### config.mk
export PLATFORM = sky130hd
export DESIGN_NAME = ivl_top
export DESIGN_NICKNAME = d
export VERILOG_FILES = /design/src/hw/ivl_pkg.sv /design/src/hw/ivl_top.sv
export VERILOG_INCLUDE_DIRS = /design/src /design/src/hw
export SDC_FILE = /design/constraint.sdc
export NUM_CORES = 1
export LEC_CHECK = 0
export BUFFER_PORTS_ARGS = -buffer_cell sky130_fd_sc_hd__clkbuf_2
export CORE_MARGIN = 2
export CORE_UTILIZATION = 44
export DETAILED_ROUTE_END_ITERATION = 8
export HOLD_SLACK_MARGIN = 0.06
export PLACE_DENSITY_LB_ADDON = 0.12
export SKIP_CTS_REPAIR_TIMING = 1
export SLEW_MARGIN = 5
export SYNTH_ARGS = -nofsm -noshare
export SYNTH_HDL_FRONTEND = slang
export SYNTH_SLANG_ARGS = --single-unit
export TNS_END_PERCENT = 10
### constraint.sdc
create_clock -name pclk -period 3.3 [get_ports pclk]
set_input_delay 0.33 -clock pclk [delete_from_list [all_inputs] [get_ports pclk]]
set_output_delay 0.33 -clock pclk [all_outputs]
set_load 0.01 [all_outputs]
### src/hw/ivl_params.svh
// Purpose: Offsets, field positions, reset values and timing counts.
// Assumes: A 32-bit APB bus with one aligned word per register.
// Notes: Definitions only; included by bare name.
`ifndef IVL_PARAMS_SVH
`define IVL_PARAMS_SVH

// ****************************************************************
// Register byte offsets.
// ****************************************************************
`define IVL_OFF_CTRL 8'h00
`define IVL_OFF_TBCNT 8'h04
`define IVL_OFF_TXBUF 8'h08
`define IVL_OFF_RXBUF 8'h0C
`define IVL_OFF_IE 8'h10
`define IVL_OFF_IFG 8'h14
`define IVL_OFF_IV 8'h18
`define IVL_OFF_STAT 8'h1C

// ****************************************************************
// Control word fields.
// ****************************************************************
`define IVL_CTRL_SRST 0
`define IVL_CTRL_MST 1
`define IVL_CTRL_STT 2
`define IVL_CTRL_ETX 3
`define IVL_CTRL_ASTP_LO 4
`define IVL_CTRL_TO_LO 6
`define IVL_CTRL_RESET 8'h01

// ****************************************************************
// Flag positions, in falling priority; the vector is 2 * (pos + 1).
// ****************************************************************
`define IVL_F_AL 0
`define IVL_F_NACK 1
`define IVL_F_STT 2
`define IVL_F_STP 3
`define IVL_F_RX3 4
`define IVL_F_TX0 11
`define IVL_F_BCNT 12
`define IVL_F_CLTO 13
`define IVL_F_BIT9 14
`define IVL_NFLAG 15
`define IVL_IFG_RESET 15'h0800
`define IVL_TX_MASK 15'h0AA0
`define IVL_RX_MASK 15'h0550

// ****************************************************************
// Clock rate and clock-low timeout times.
// ****************************************************************
`define IVL_CLK_MHZ 40
`define IVL_TO1_US 25000
`define IVL_TO2_US 30000
`define IVL_TO3_US 35000

`endif

### src/hw/ivl_pkg.sv
// Purpose: Types shared by the interrupt vector logic.
// Assumes: Engine events arrive on the pclk domain.
// Notes: Constants live in ivl_params.svh.
package ivl_pkg;

    // Flag and enable vector, one bit per interrupt source.
    typedef logic [14:0] ivl_flags_t;

    // Events from the bit engine, all on pclk.
    typedef struct packed {
        logic addr_match;
        logic [1:0] match_idx;
        logic rx_load;
        logic tx_accept;
        logic arb_lost;
        logic nack;
        logic addr_phase;
        logic busy;
    } ivl_ev_s;

    // Control word as seen by the engine.
    typedef struct packed {
        logic [1:0] timeout_select;
        logic [1:0] auto_stop_select;
        logic early_tx_select;
        logic start_generate_bit;
        logic master_select;
        logic soft_reset_bit;
    } ivl_ctrl_s;

endpackage : ivl_pkg

### src/hw/ivl_top.sv
// Purpose: Flags, enables, vector and DMA requests of a two-wire interface.
// Assumes: APB master; engine events on pclk; bus pins asynchronous.
// Notes: Every APB access takes one wait state; pready comes from a flop.
`include "ivl_params.svh"

module ivl_top #(
    parameter int TO1_CYC = `IVL_TO1_US * `IVL_CLK_MHZ,
    parameter int TO2_CYC = `IVL_TO2_US * `IVL_CLK_MHZ,
    parameter int TO3_CYC = `IVL_TO3_US * `IVL_CLK_MHZ,
    parameter int CNT_W = 21
) (
    input wire logic pclk,
    input wire logic presetn,
    input wire logic psel,
    input wire logic penable,
    input wire logic pwrite,
    input wire logic [7:0] paddr,
    input wire logic [31:0] pwdata,
    output logic [31:0] prdata,
    output logic pready,
    output logic pslverr,
    input wire logic scl_in,
    input wire logic sda_in,
    input wire ivl_pkg::ivl_ev_s ev,
    input wire logic [7:0] rx_data,
    input wire logic [7:0] byte_count,
    input wire logic global_irq_enable,
    output logic irq,
    output logic [3:0] dma_tx_req,
    output logic [3:0] dma_rx_req,
    output logic clk_request,
    output ivl_pkg::ivl_ctrl_s ctrl,
    output logic [7:0] tx_data,
    output logic tx_load
);

    // ************************************************************
    // Elaboration checks.
    // ************************************************************
    if (TO1_CYC < 2 || TO2_CYC < 2 || TO3_CYC < 2 ||
        TO3_CYC >= (2 ** CNT_W) || TO2_CYC >= (2 ** CNT_W) ||
        TO1_CYC >= (2 ** CNT_W)) begin : g_chk
        $error("Timeout counts do not fit the counter.");
    end

    // ************************************************************
    // Declarations.
    // ************************************************************
    logic scl_meta_q, scl_q, scl_prev_q;
    logic sda_meta_q, sda_q, sda_prev_q;
    logic start_det, stop_det, scl_rise;
    logic [3:0] bit_cnt_q;
    logic [CNT_W-1:0] low_cnt_q;
    logic [CNT_W-1:0] low_lim;
    logic to_done_q;
    logic bus_busy_q;
    logic [1:0] cur_idx_q;
    logic [7:0] bc_prev_q;
    logic [7:0] tbcnt_q;
    logic [7:0] tx_cnt_q;
    logic [7:0] rxbuf_q;
    ivl_pkg::ivl_flags_t ifg_q, ifg_d, ie_q, flg_set, flg_clr;
    ivl_pkg::ivl_ctrl_s ctrl_q;
    logic [4:0] iv_val;
    logic acc, done, wr_done, rd_done;
    logic [31:0] rd_val;
    logic rd_err;
    logic wr_stt, wr_tx, rd_rx, wr_iv, rd_iv, wr_ifg;
    logic al_cleared, auto_mode, tx_gate;
    logic [3:0] rd_pos;

    // ************************************************************
    // Pin synchronisers and bus condition detection.
    // ************************************************************

    // Two flops before any logic, then one more to find edges.
    always_ff @(posedge pclk or negedge presetn) begin
        if (!presetn) begin
            scl_meta_q <= 1'b1;
            scl_q <= 1'b1;
            scl_prev_q <= 1'b1;
            sda_meta_q <= 1'b1;
            sda_q <= 1'b1;
            sda_prev_q <= 1'b1;
        end else begin
            scl_meta_q <= scl_in;
            scl_q <= scl_meta_q;
            scl_prev_q <= scl_q;
            sda_meta_q <= sda_in;
            sda_q <= sda_meta_q;
            sda_prev_q <= sda_q;
        end
    end

    // Data moving while the clock is high marks START or STOP.
    assign start_det = scl_q & scl_prev_q & sda_prev_q & ~sda_q;
    assign stop_det = scl_q & scl_prev_q & ~sda_prev_q & sda_q;
    assign scl_rise = scl_q & ~scl_prev_q;

    // Bit position within a byte, restarted by every START.
    always_ff @(posedge pclk or negedge presetn) begin
        if (!presetn) begin
            bit_cnt_q <= 4'h0;
        end else if (start_det) begin
            bit_cnt_q <= 4'h0;
        end else if (scl_rise) begin
            bit_cnt_q <= (bit_cnt_q == 4'h9) ? 4'h1 : bit_cnt_q + 4'h1;
        end
    end

    // Bus busy from START to STOP keeps the clock requested.
    always_ff @(posedge pclk or negedge presetn) begin
        if (!presetn) begin
            bus_busy_q <= 1'b0;
            clk_request <= 1'b0;
        end else begin
            if (start_det) begin
                bus_busy_q <= 1'b1;
            end else if (stop_det) begin
                bus_busy_q <= 1'b0;
            end
            clk_request <= bus_busy_q | ev.busy | start_det;
        end
    end

    // Selected clock-low limit in pclk cycles.
    always_comb begin
        case (ctrl_q.timeout_select)
            2'b01: low_lim = CNT_W'(TO1_CYC);
            2'b10: low_lim = CNT_W'(TO2_CYC);
            default: low_lim = CNT_W'(TO3_CYC);
        endcase
    end

    // Clock-low counter; fires once per low period while transferring.
    always_ff @(posedge pclk or negedge presetn) begin
        if (!presetn) begin
            low_cnt_q <= '0;
            to_done_q <= 1'b0;
        end else if (scl_q || !ev.busy || ctrl_q.timeout_select == 2'b00) begin
            low_cnt_q <= '0;
            to_done_q <= 1'b0;
        end else if (!to_done_q) begin
            low_cnt_q <= low_cnt_q + CNT_W'(1);
            if (low_cnt_q == low_lim - CNT_W'(1)) begin
                to_done_q <= 1'b1;
            end
        end
    end

    // ************************************************************
    // APB slave: setup, one wait cycle, then completion.
    // ************************************************************
    assign acc = psel & penable;
    assign done = acc & pready;
    assign wr_done = done & pwrite;
    assign rd_done = done & ~pwrite;
    assign wr_stt = wr_done && paddr == `IVL_OFF_CTRL && pwdata[`IVL_CTRL_STT];
    assign wr_tx = wr_done && paddr == `IVL_OFF_TXBUF;
    assign rd_rx = rd_done && paddr == `IVL_OFF_RXBUF;
    assign wr_iv = wr_done && paddr == `IVL_OFF_IV;
    assign rd_iv = rd_done && paddr == `IVL_OFF_IV;
    assign wr_ifg = wr_done && paddr == `IVL_OFF_IFG;

    // Read mux; unmapped addresses answer with an error.
    always_comb begin
        rd_val = 32'h0000_0000;
        rd_err = 1'b0;
        case (paddr)
            `IVL_OFF_CTRL: rd_val = {24'h000000, ctrl_q};
            `IVL_OFF_TBCNT: rd_val = {24'h000000, tbcnt_q};
            `IVL_OFF_TXBUF: rd_val = {24'h000000, tx_data};
            `IVL_OFF_RXBUF: rd_val = {24'h000000, rxbuf_q};
            `IVL_OFF_IE: rd_val = {17'h00000, ie_q};
            `IVL_OFF_IFG: rd_val = {17'h00000, ifg_q};
            `IVL_OFF_IV: rd_val = {26'h0000000, iv_val, 1'b0};
            `IVL_OFF_STAT: rd_val = {14'h0000, bus_busy_q, clk_request,
                                     8'h00, byte_count};
            default: rd_err = 1'b1;
        endcase
    end

    // Answer one cycle into the access phase, held for that cycle.
    always_ff @(posedge pclk or negedge presetn) begin
        if (!presetn) begin
            pready <= 1'b0;
            prdata <= 32'h0000_0000;
            pslverr <= 1'b0;
        end else if (acc && !pready) begin
            pready <= 1'b1;
            prdata <= pwrite ? 32'h0000_0000 : rd_val;
            pslverr <= rd_err;
        end else begin
            pready <= 1'b0;
            pslverr <= 1'b0;
        end
    end

    // Control, threshold and transmit buffer registers.
    always_ff @(posedge pclk or negedge presetn) begin
        if (!presetn) begin
            ctrl_q <= `IVL_CTRL_RESET;
            tbcnt_q <= 8'h00;
            tx_data <= 8'h00;
            tx_load <= 1'b0;
        end else begin
            tx_load <= wr_tx;
            ctrl_q.start_generate_bit <= 1'b0;
            if (wr_done && paddr == `IVL_OFF_CTRL) begin
                ctrl_q <= pwdata[7:0];
            end
            if (ev.arb_lost) begin
                ctrl_q.master_select <= 1'b0;
            end
            if (wr_done && paddr == `IVL_OFF_TBCNT) begin
                tbcnt_q <= pwdata[7:0];
            end
            if (wr_tx) begin
                tx_data <= pwdata[7:0];
            end
        end
    end

    // Enables; transmit and receive enables cleared by soft reset.
    always_ff @(posedge pclk or negedge presetn) begin
        if (!presetn) begin
            ie_q <= 15'h0000;
        end else if (ctrl_q.soft_reset_bit) begin
            ie_q <= ie_q & ~(`IVL_TX_MASK | `IVL_RX_MASK);
        end else if (wr_done && paddr == `IVL_OFF_IE) begin
            ie_q <= pwdata[14:0];
        end
    end

    // ************************************************************
    // Flag set and clear terms.
    // ************************************************************

    // Matched address index, data buffer and byte-count history.
    always_ff @(posedge pclk or negedge presetn) begin
        if (!presetn) begin
            cur_idx_q <= 2'b00;
            rxbuf_q <= 8'h00;
            bc_prev_q <= 8'h00;
            tx_cnt_q <= 8'h00;
        end else begin
            bc_prev_q <= byte_count;
            if (ev.addr_match) begin
                cur_idx_q <= ev.match_idx;
            end
            if (ev.rx_load) begin
                rxbuf_q <= rx_data;
            end
            if (wr_stt) begin
                tx_cnt_q <= 8'h01;
            end else if (ev.tx_accept && auto_mode && tx_gate) begin
                tx_cnt_q <= tx_cnt_q + 8'h01;
            end
        end
    end

    // Master with auto-stop gets exactly threshold transmit flags.
    assign auto_mode = ctrl_q.master_select &&
                       ctrl_q.auto_stop_select == 2'b10;
    assign tx_gate = !auto_mode || tx_cnt_q < tbcnt_q;

    // Hardware events and START writes that raise flags.
    always_comb begin
        flg_set = '0;
        if (ev.arb_lost) begin
            flg_set[`IVL_F_AL] = 1'b1;
        end
        if (ev.nack && ctrl_q.master_select) begin
            flg_set[`IVL_F_NACK] = 1'b1;
        end
        if (ev.addr_match && !ctrl_q.master_select) begin
            flg_set[`IVL_F_STT] = 1'b1;
            if (!ctrl_q.early_tx_select) begin
                flg_set[4'(`IVL_F_TX0 - 2 * ev.match_idx)] = 1'b1;
            end
        end
        if (start_det && !ctrl_q.master_select &&
            ctrl_q.early_tx_select) begin
            flg_set[`IVL_F_TX0] = 1'b1;
        end
        if (stop_det) begin
            flg_set[`IVL_F_STP] = 1'b1;
        end
        if (ev.rx_load) begin
            if (ctrl_q.master_select) begin
                flg_set[`IVL_F_TX0 - 1] = 1'b1;
            end else begin
                flg_set[4'(`IVL_F_TX0 - 1 - 2 * cur_idx_q)] = 1'b1;
            end
        end
        if (ev.tx_accept && tx_gate) begin
            if (ctrl_q.master_select) begin
                flg_set[`IVL_F_TX0] = 1'b1;
            end else begin
                flg_set[4'(`IVL_F_TX0 - 2 * cur_idx_q)] = 1'b1;
            end
        end
        if (wr_stt) begin
            flg_set[`IVL_F_TX0] = 1'b1;
        end
        if (byte_count != bc_prev_q && byte_count == tbcnt_q &&
            tbcnt_q != 8'h00 && ctrl_q.auto_stop_select != 2'b00 &&
            ctrl_q.auto_stop_select != 2'b11) begin
            flg_set[`IVL_F_BCNT] = 1'b1;
        end
        if (scl_q == 1'b0 && !to_done_q && ev.busy &&
            ctrl_q.timeout_select != 2'b00 &&
            low_cnt_q == low_lim - CNT_W'(1)) begin
            flg_set[`IVL_F_CLTO] = 1'b1;
        end
        if (scl_rise && bit_cnt_q == 4'h8 && !ev.addr_phase) begin
            flg_set[`IVL_F_BIT9] = 1'b1;
        end
    end

    // Position of the flag that a vector read reported.
    assign rd_pos = 4'(prdata[4:1] - 4'h1);

    // Software actions that clear flags.
    always_comb begin
        flg_clr = '0;
        if (rd_iv && prdata[4:1] != 4'h0) begin
            flg_clr[rd_pos] = 1'b1;
        end
        if (wr_iv) begin
            flg_clr = '1;
        end
        if (wr_tx) begin
            flg_clr = flg_clr | `IVL_TX_MASK;
        end
        if (rd_rx) begin
            flg_clr = flg_clr | `IVL_RX_MASK;
        end
    end

    // Arbitration flag dropped by any software path clears transmit flags.
    assign al_cleared = ifg_q[`IVL_F_AL] &&
                        (flg_clr[`IVL_F_AL] ||
                         (wr_ifg && !pwdata[`IVL_F_AL]));

    // Next flags: clear first, then hardware sets, then soft reset clears receive flags.
    always_comb begin
        if (wr_ifg) begin
            ifg_d = pwdata[14:0] & ~flg_clr;
        end else begin
            ifg_d = ifg_q & ~flg_clr;
        end
        if (al_cleared) begin
            ifg_d = ifg_d & ~`IVL_TX_MASK;
        end
        ifg_d = ifg_d | flg_set;
        if (ctrl_q.soft_reset_bit) begin
            ifg_d = ifg_d & ~`IVL_RX_MASK;
        end
    end

    // Flag register.
    always_ff @(posedge pclk or negedge presetn) begin
        if (!presetn) begin
            ifg_q <= `IVL_IFG_RESET;
        end else begin
            ifg_q <= ifg_d;
        end
    end

    // ************************************************************
    // Vector, request and DMA outputs.
    // ************************************************************

    // Lowest position among enabled pending flags wins.
    always_comb begin
        iv_val = 5'h00;
        for (int i = `IVL_NFLAG - 1; i >= 0; i--) begin
            if (ifg_q[i] && ie_q[i]) begin
                iv_val = 5'(i + 1);
            end
        end
    end

    // Registered request, DMA triggers and control view.
    always_ff @(posedge pclk or negedge presetn) begin
        if (!presetn) begin
            irq <= 1'b0;
            dma_tx_req <= 4'h0;
            dma_rx_req <= 4'h0;
            ctrl <= `IVL_CTRL_RESET;
        end else begin
            irq <= global_irq_enable && |(ifg_d & ie_q);
            for (int a = 0; a < 4; a++) begin
                dma_tx_req[a] <= ifg_d[`IVL_F_TX0 - 2 * a];
                dma_rx_req[a] <= ifg_d[`IVL_F_TX0 - 1 - 2 * a];
            end
            ctrl <= ctrl_q;
            ctrl.start_generate_bit <= 1'b0;
            if (wr_done && paddr == `IVL_OFF_CTRL) begin
                ctrl <= pwdata[7:0];
            end
            if (ev.arb_lost) begin
                ctrl.master_select <= 1'b0;
            end
        end
    end

endmodule : ivl_top

==> out/results.md <==
| Item | Value | Unit |
|---|---|---|
| DP Wirelength | 17000 | um |
| Skew-Pair Late Insertion Delay | 430 | ps |
| Clock buffer depth | 2 | - |
| Width of the die | 134 | um |
| Post-Syn Area per Cell | 9.95 | um2 |
| Die Area | 17900 | um2 |
| RSZ-0062 raised after global routing | false | - |
| Power density of the placed cells | 471 | nW/um2 |
| Floorplan row count | 47 | - |
| Async SR Flop Fraction | 1.00 | - |
| Final-layout worst hold slack | 85.1 | ps |
| Clock transition at the registers of the reported paths | 60 | ps |
| Area overhead of the layout relative to synthesis | 18.8 | % |
| Final antenna-violating net count | 0 | - |
| Register-to-register setup slack | 390 | ps |
| Most used flip-flop cell after synthesis | dfrtp_1 | - |
| Slew @ Worst Pin | 737 | ps |
| Power share of the clock group | 0.502 | - |
| Xor and xnor area share after synthesis | 0.0507 | - |
| Max_cap viols | 0 | - |
| Max Clock Freq | 0.344 | GHz |
| Finish-stage setup viols | 0 | - |
| Critical path peak fanout | 4 | - |
| Sum of negative setup slack | 0 | ps |
| Clock period minus worst slack | 2910 | ps |
| Combinational family with the most area after synthesis | simple AND/OR/NAND/NOR gates | - |
| Multiplexer share of the synthesized area | 0.0737 | - |
| First-pass GRT wire length | 35500 | um |
| Most common cell after layout, fill and taps aside | dfrtp_1 | - |
| Worst reg2reg path startpoint | tbcnt_q[4] | - |
| Top cell type by total area after synthesis | dfrtp_1 | - |
| Layout cell share with drive strength beyond 1 | 0.245 | - |
| Pin count of the biggest net entering global routing | 61 | - |
| Hold/Removal Path Class | in2reg | - |
| Total net switching power | 0.974 | mW |
| Worst vdd ir | 0.357 | mV |
| Residual DRC | 0 | - |
| Number of storage elements in the synthesis netlist | 136 | - |
| Total power after layout | 4.15 | mW |
| I/O pin total | 134 | - |
| Critical Path Start | tbcnt_q[4] | - |
| Commonest cells after routing, fill and taps aside | dfrtp_1, clkbuf_2, nand2_1, nor2_1, mux2_2 | - |
| TritonCTS clock tree | done | - |
| Number of cells on the worst reg-to-reg path | 9 | - |
| Effective utilization at floorplan | 0.449 | - |
| Clock tree root buffer cell | clkbuf_16 | - |
| Area fraction in and, or, nand and nor cells after synthesis | 0.189 | - |
| Cell-internal power | 3.18 | mW |
| Final Hold Vio Count | 0 | - |
| Detail-routed via count per cell | 5.88 | - |
| Category of the worst setup path launch point | register | - |
| Antenna diode count | 0 | - |
| # port buffers | 101 | - |
| Placeable core region | 16500 | um2 |
| Required time of the critical path | 3600 | ps |
| Endpoint of the lowest-slack register-to-register path | irq | - |
| Share of power burned in combinational logic | 0.069 | - |
| Setup crit end | irq | - |
| Adder and majority cell fraction of the synthesized area | 0.0236 | - |
| CP Class | reg2reg | - |
| Number of antenna violations at the first check in global routing | 0 | - |
| Relative slew slack | 0.507 | - |
| Summed instance area of the synthesized netlist | 7420 | um2 |
| Outcome | finished clean | - |
| Grt total ovfl | 0 | - |
| Vias | 6385 | - |
| Final-stage net count | 940 | - |
| Die H | 134 | um |
| Worst Setup End Kind | register | - |
| Drt first pass iters | 7 | - |
| Total global-route track usage | 0.261 | - |
| Worst hold stages | 1 | - |
| EDFF count, synth | 0 | - |
| LEAKAGE | 4.03 | nW |
| Yosys top cell area share | 0.431 | - |
| Initial DRC Count | 641 | - |
| Post-route clock skew | 8.83 | ps |
| Final clock period utilization by the worst path | 0.881 | - |
| Switching power share of the total | 0.235 | - |
| Final weighted congestion in routability-driven placement | 0.964 | - |
| Arrival time at the worst endpoint | 3210 | ps |
| Level count of the clock H-tree | 4 | - |
| Number of clock sinks seen by CTS | 136 | - |
| Total CTS buffers | 17 | - |
| Slew Viols, Final | 0 | - |
| Synth unique cells | 71 | - |
| Sequential-to-total area share from yosys stat | 0.460 | - |
| Vias in the first global route | 6390 | - |
| Yosys Warn Count | 0 | - |
| Aggregate routed wire length | 22700 | um |
| Synth Area in Compound Gates | 0.153 | - |
| Synthesized instance count | 746 | - |
| Top post-synthesis cells by area | dfrtp_1, mux2_2, nand2_1, nor2_1, a22oi_1 | - |
| Wire length per cell | 21.0 | um |
| Sequential Power Share | 0.429 | - |
cells in the mapped netlist, types with 3 or more instances:
cell type and n:
nand3_1 33, o22ai_1 3, or3_1 6, clkbuf_1 24, and4_1 5, a22o_1 9
nor3_1 11, or2_2 4, a222oi_1 9, nand3b_1 5, and3_1 9, mux2_2 37
a32oi_1 3, o21ai_0 27, nor2_1 63, nor4b_1 5, a21oi_1 31, dfstp_2 8
a31oi_1 5, xor2_1 24, inv_1 24, a41oi_1 4, nand2b_1 6, nor4_1 6
nor2b_1 7, nand2_1 76, mux2i_1 13, xnor2_1 19, buf_2 3, o2111ai_1 3
and2_1 7, ha_1 14, o211ai_1 5, dfrtp_1 128, nand4_1 9, a22oi_1 28
a32o_1 4, buf_4 22, a311o_1 4, a21o_1 5
kinds of logic (layout without fill, tap and decap cells):
group | after synthesis | in the layout
fa+ha+maj | 14 | 14
buf+inv | 74 | 179
other cells | 1 | 15
flops | 136 | 136
mux | 50 | 50
simple gates | 269 | 269
compound gates | 159 | 159
xor+xnor | 43 | 43
registers in the layout, indices dropped and copies added, names as in the netlist, 2 cells and up:
signal	flops
bit_cnt_q	4
rxbuf_q	8
prdata	17
tx_cnt_q	8
tx_data	8
cur_idx_q	2
ctrl	8
dma_tx_req	3
dma_rx_req	3
ie_q	15
low_cnt_q	21
tbcnt_q	8
ifg_q	10
bc_prev_q	8
worst min-delay path by stage:
stage	from	to
final	byte_count[4]	bc_prev_q[4]
after floorplan	presetn	bc_prev_q[0]
after global routing	byte_count[4]	bc_prev_q[4]
after CTS	presetn	dma_rx_req[0]
after global placement	presetn	prdata[12]
after detailed placement	presetn	pready
per-layer routing:
| metal | vias to the layer above | wire length (um) | share of wire | track usage |
|---|---|---|---|---|
| li1 | 2902 | - | - | - |
| met1 | 3153 | 9520 | 0.42 | 0.339 |
| met2 | 277 | 10800 | 0.47 | 0.417 |
| met3 | 53 | 1750 | 0.077 | 0.0680 |
| met4 | 0 | 693 | 0.030 | 0.107 |
| met5 | - | 0 | 0 | 0 |
power groups by stage:
stage | Clock (mW) | Sequential (mW) | Combinational [mW]
6_report | 2.08 | 1.78 | 0.289
5_1_grt | 2.19 | 1.79 | 0.318
4_1_cts | 2.11 | 1.78 | 0.287
3_5_place_dp | 0 | 1.81 | 0.285
3_3_place_gp | 0 | 1.81 | 0.272
2_1_floorplan | 0 | 1.79 | 0.166
critical path, stage by stage, from the launching register on:
cell	delay, ps
dfrtp_1	400
inv_1	110
ha_1	320
and4_1	180
o21ai_0	80
o221ai_1	240
a41oi_1	260
or4_4	600
and2_1	170
o41a_1	420
final cells by class:
cell class                      count  area, um2
Inverter                           24       90.1
Clock buffer                       21        480
Multi-Input combinational cell    550       3710
Tap cell                          220        275
Clock inverter                     10        165
Fill cell                        1572       7700
Timing Repair Buffer              124        692
Sequential cell                   136       3410
per-stage QoR:
stage,utilization,setup WS [ps],cells,area [um2]
detailed placement,0.493,309,1051,8150
global placement,0.493,332,1051,8150
CTS,0.532,395,1082,8790
floorplan,-,700,760,7480
finish,0.534,391,1085,8820
global route,0.534,282,1085,8820
Power figures use the tool's default switching activity.
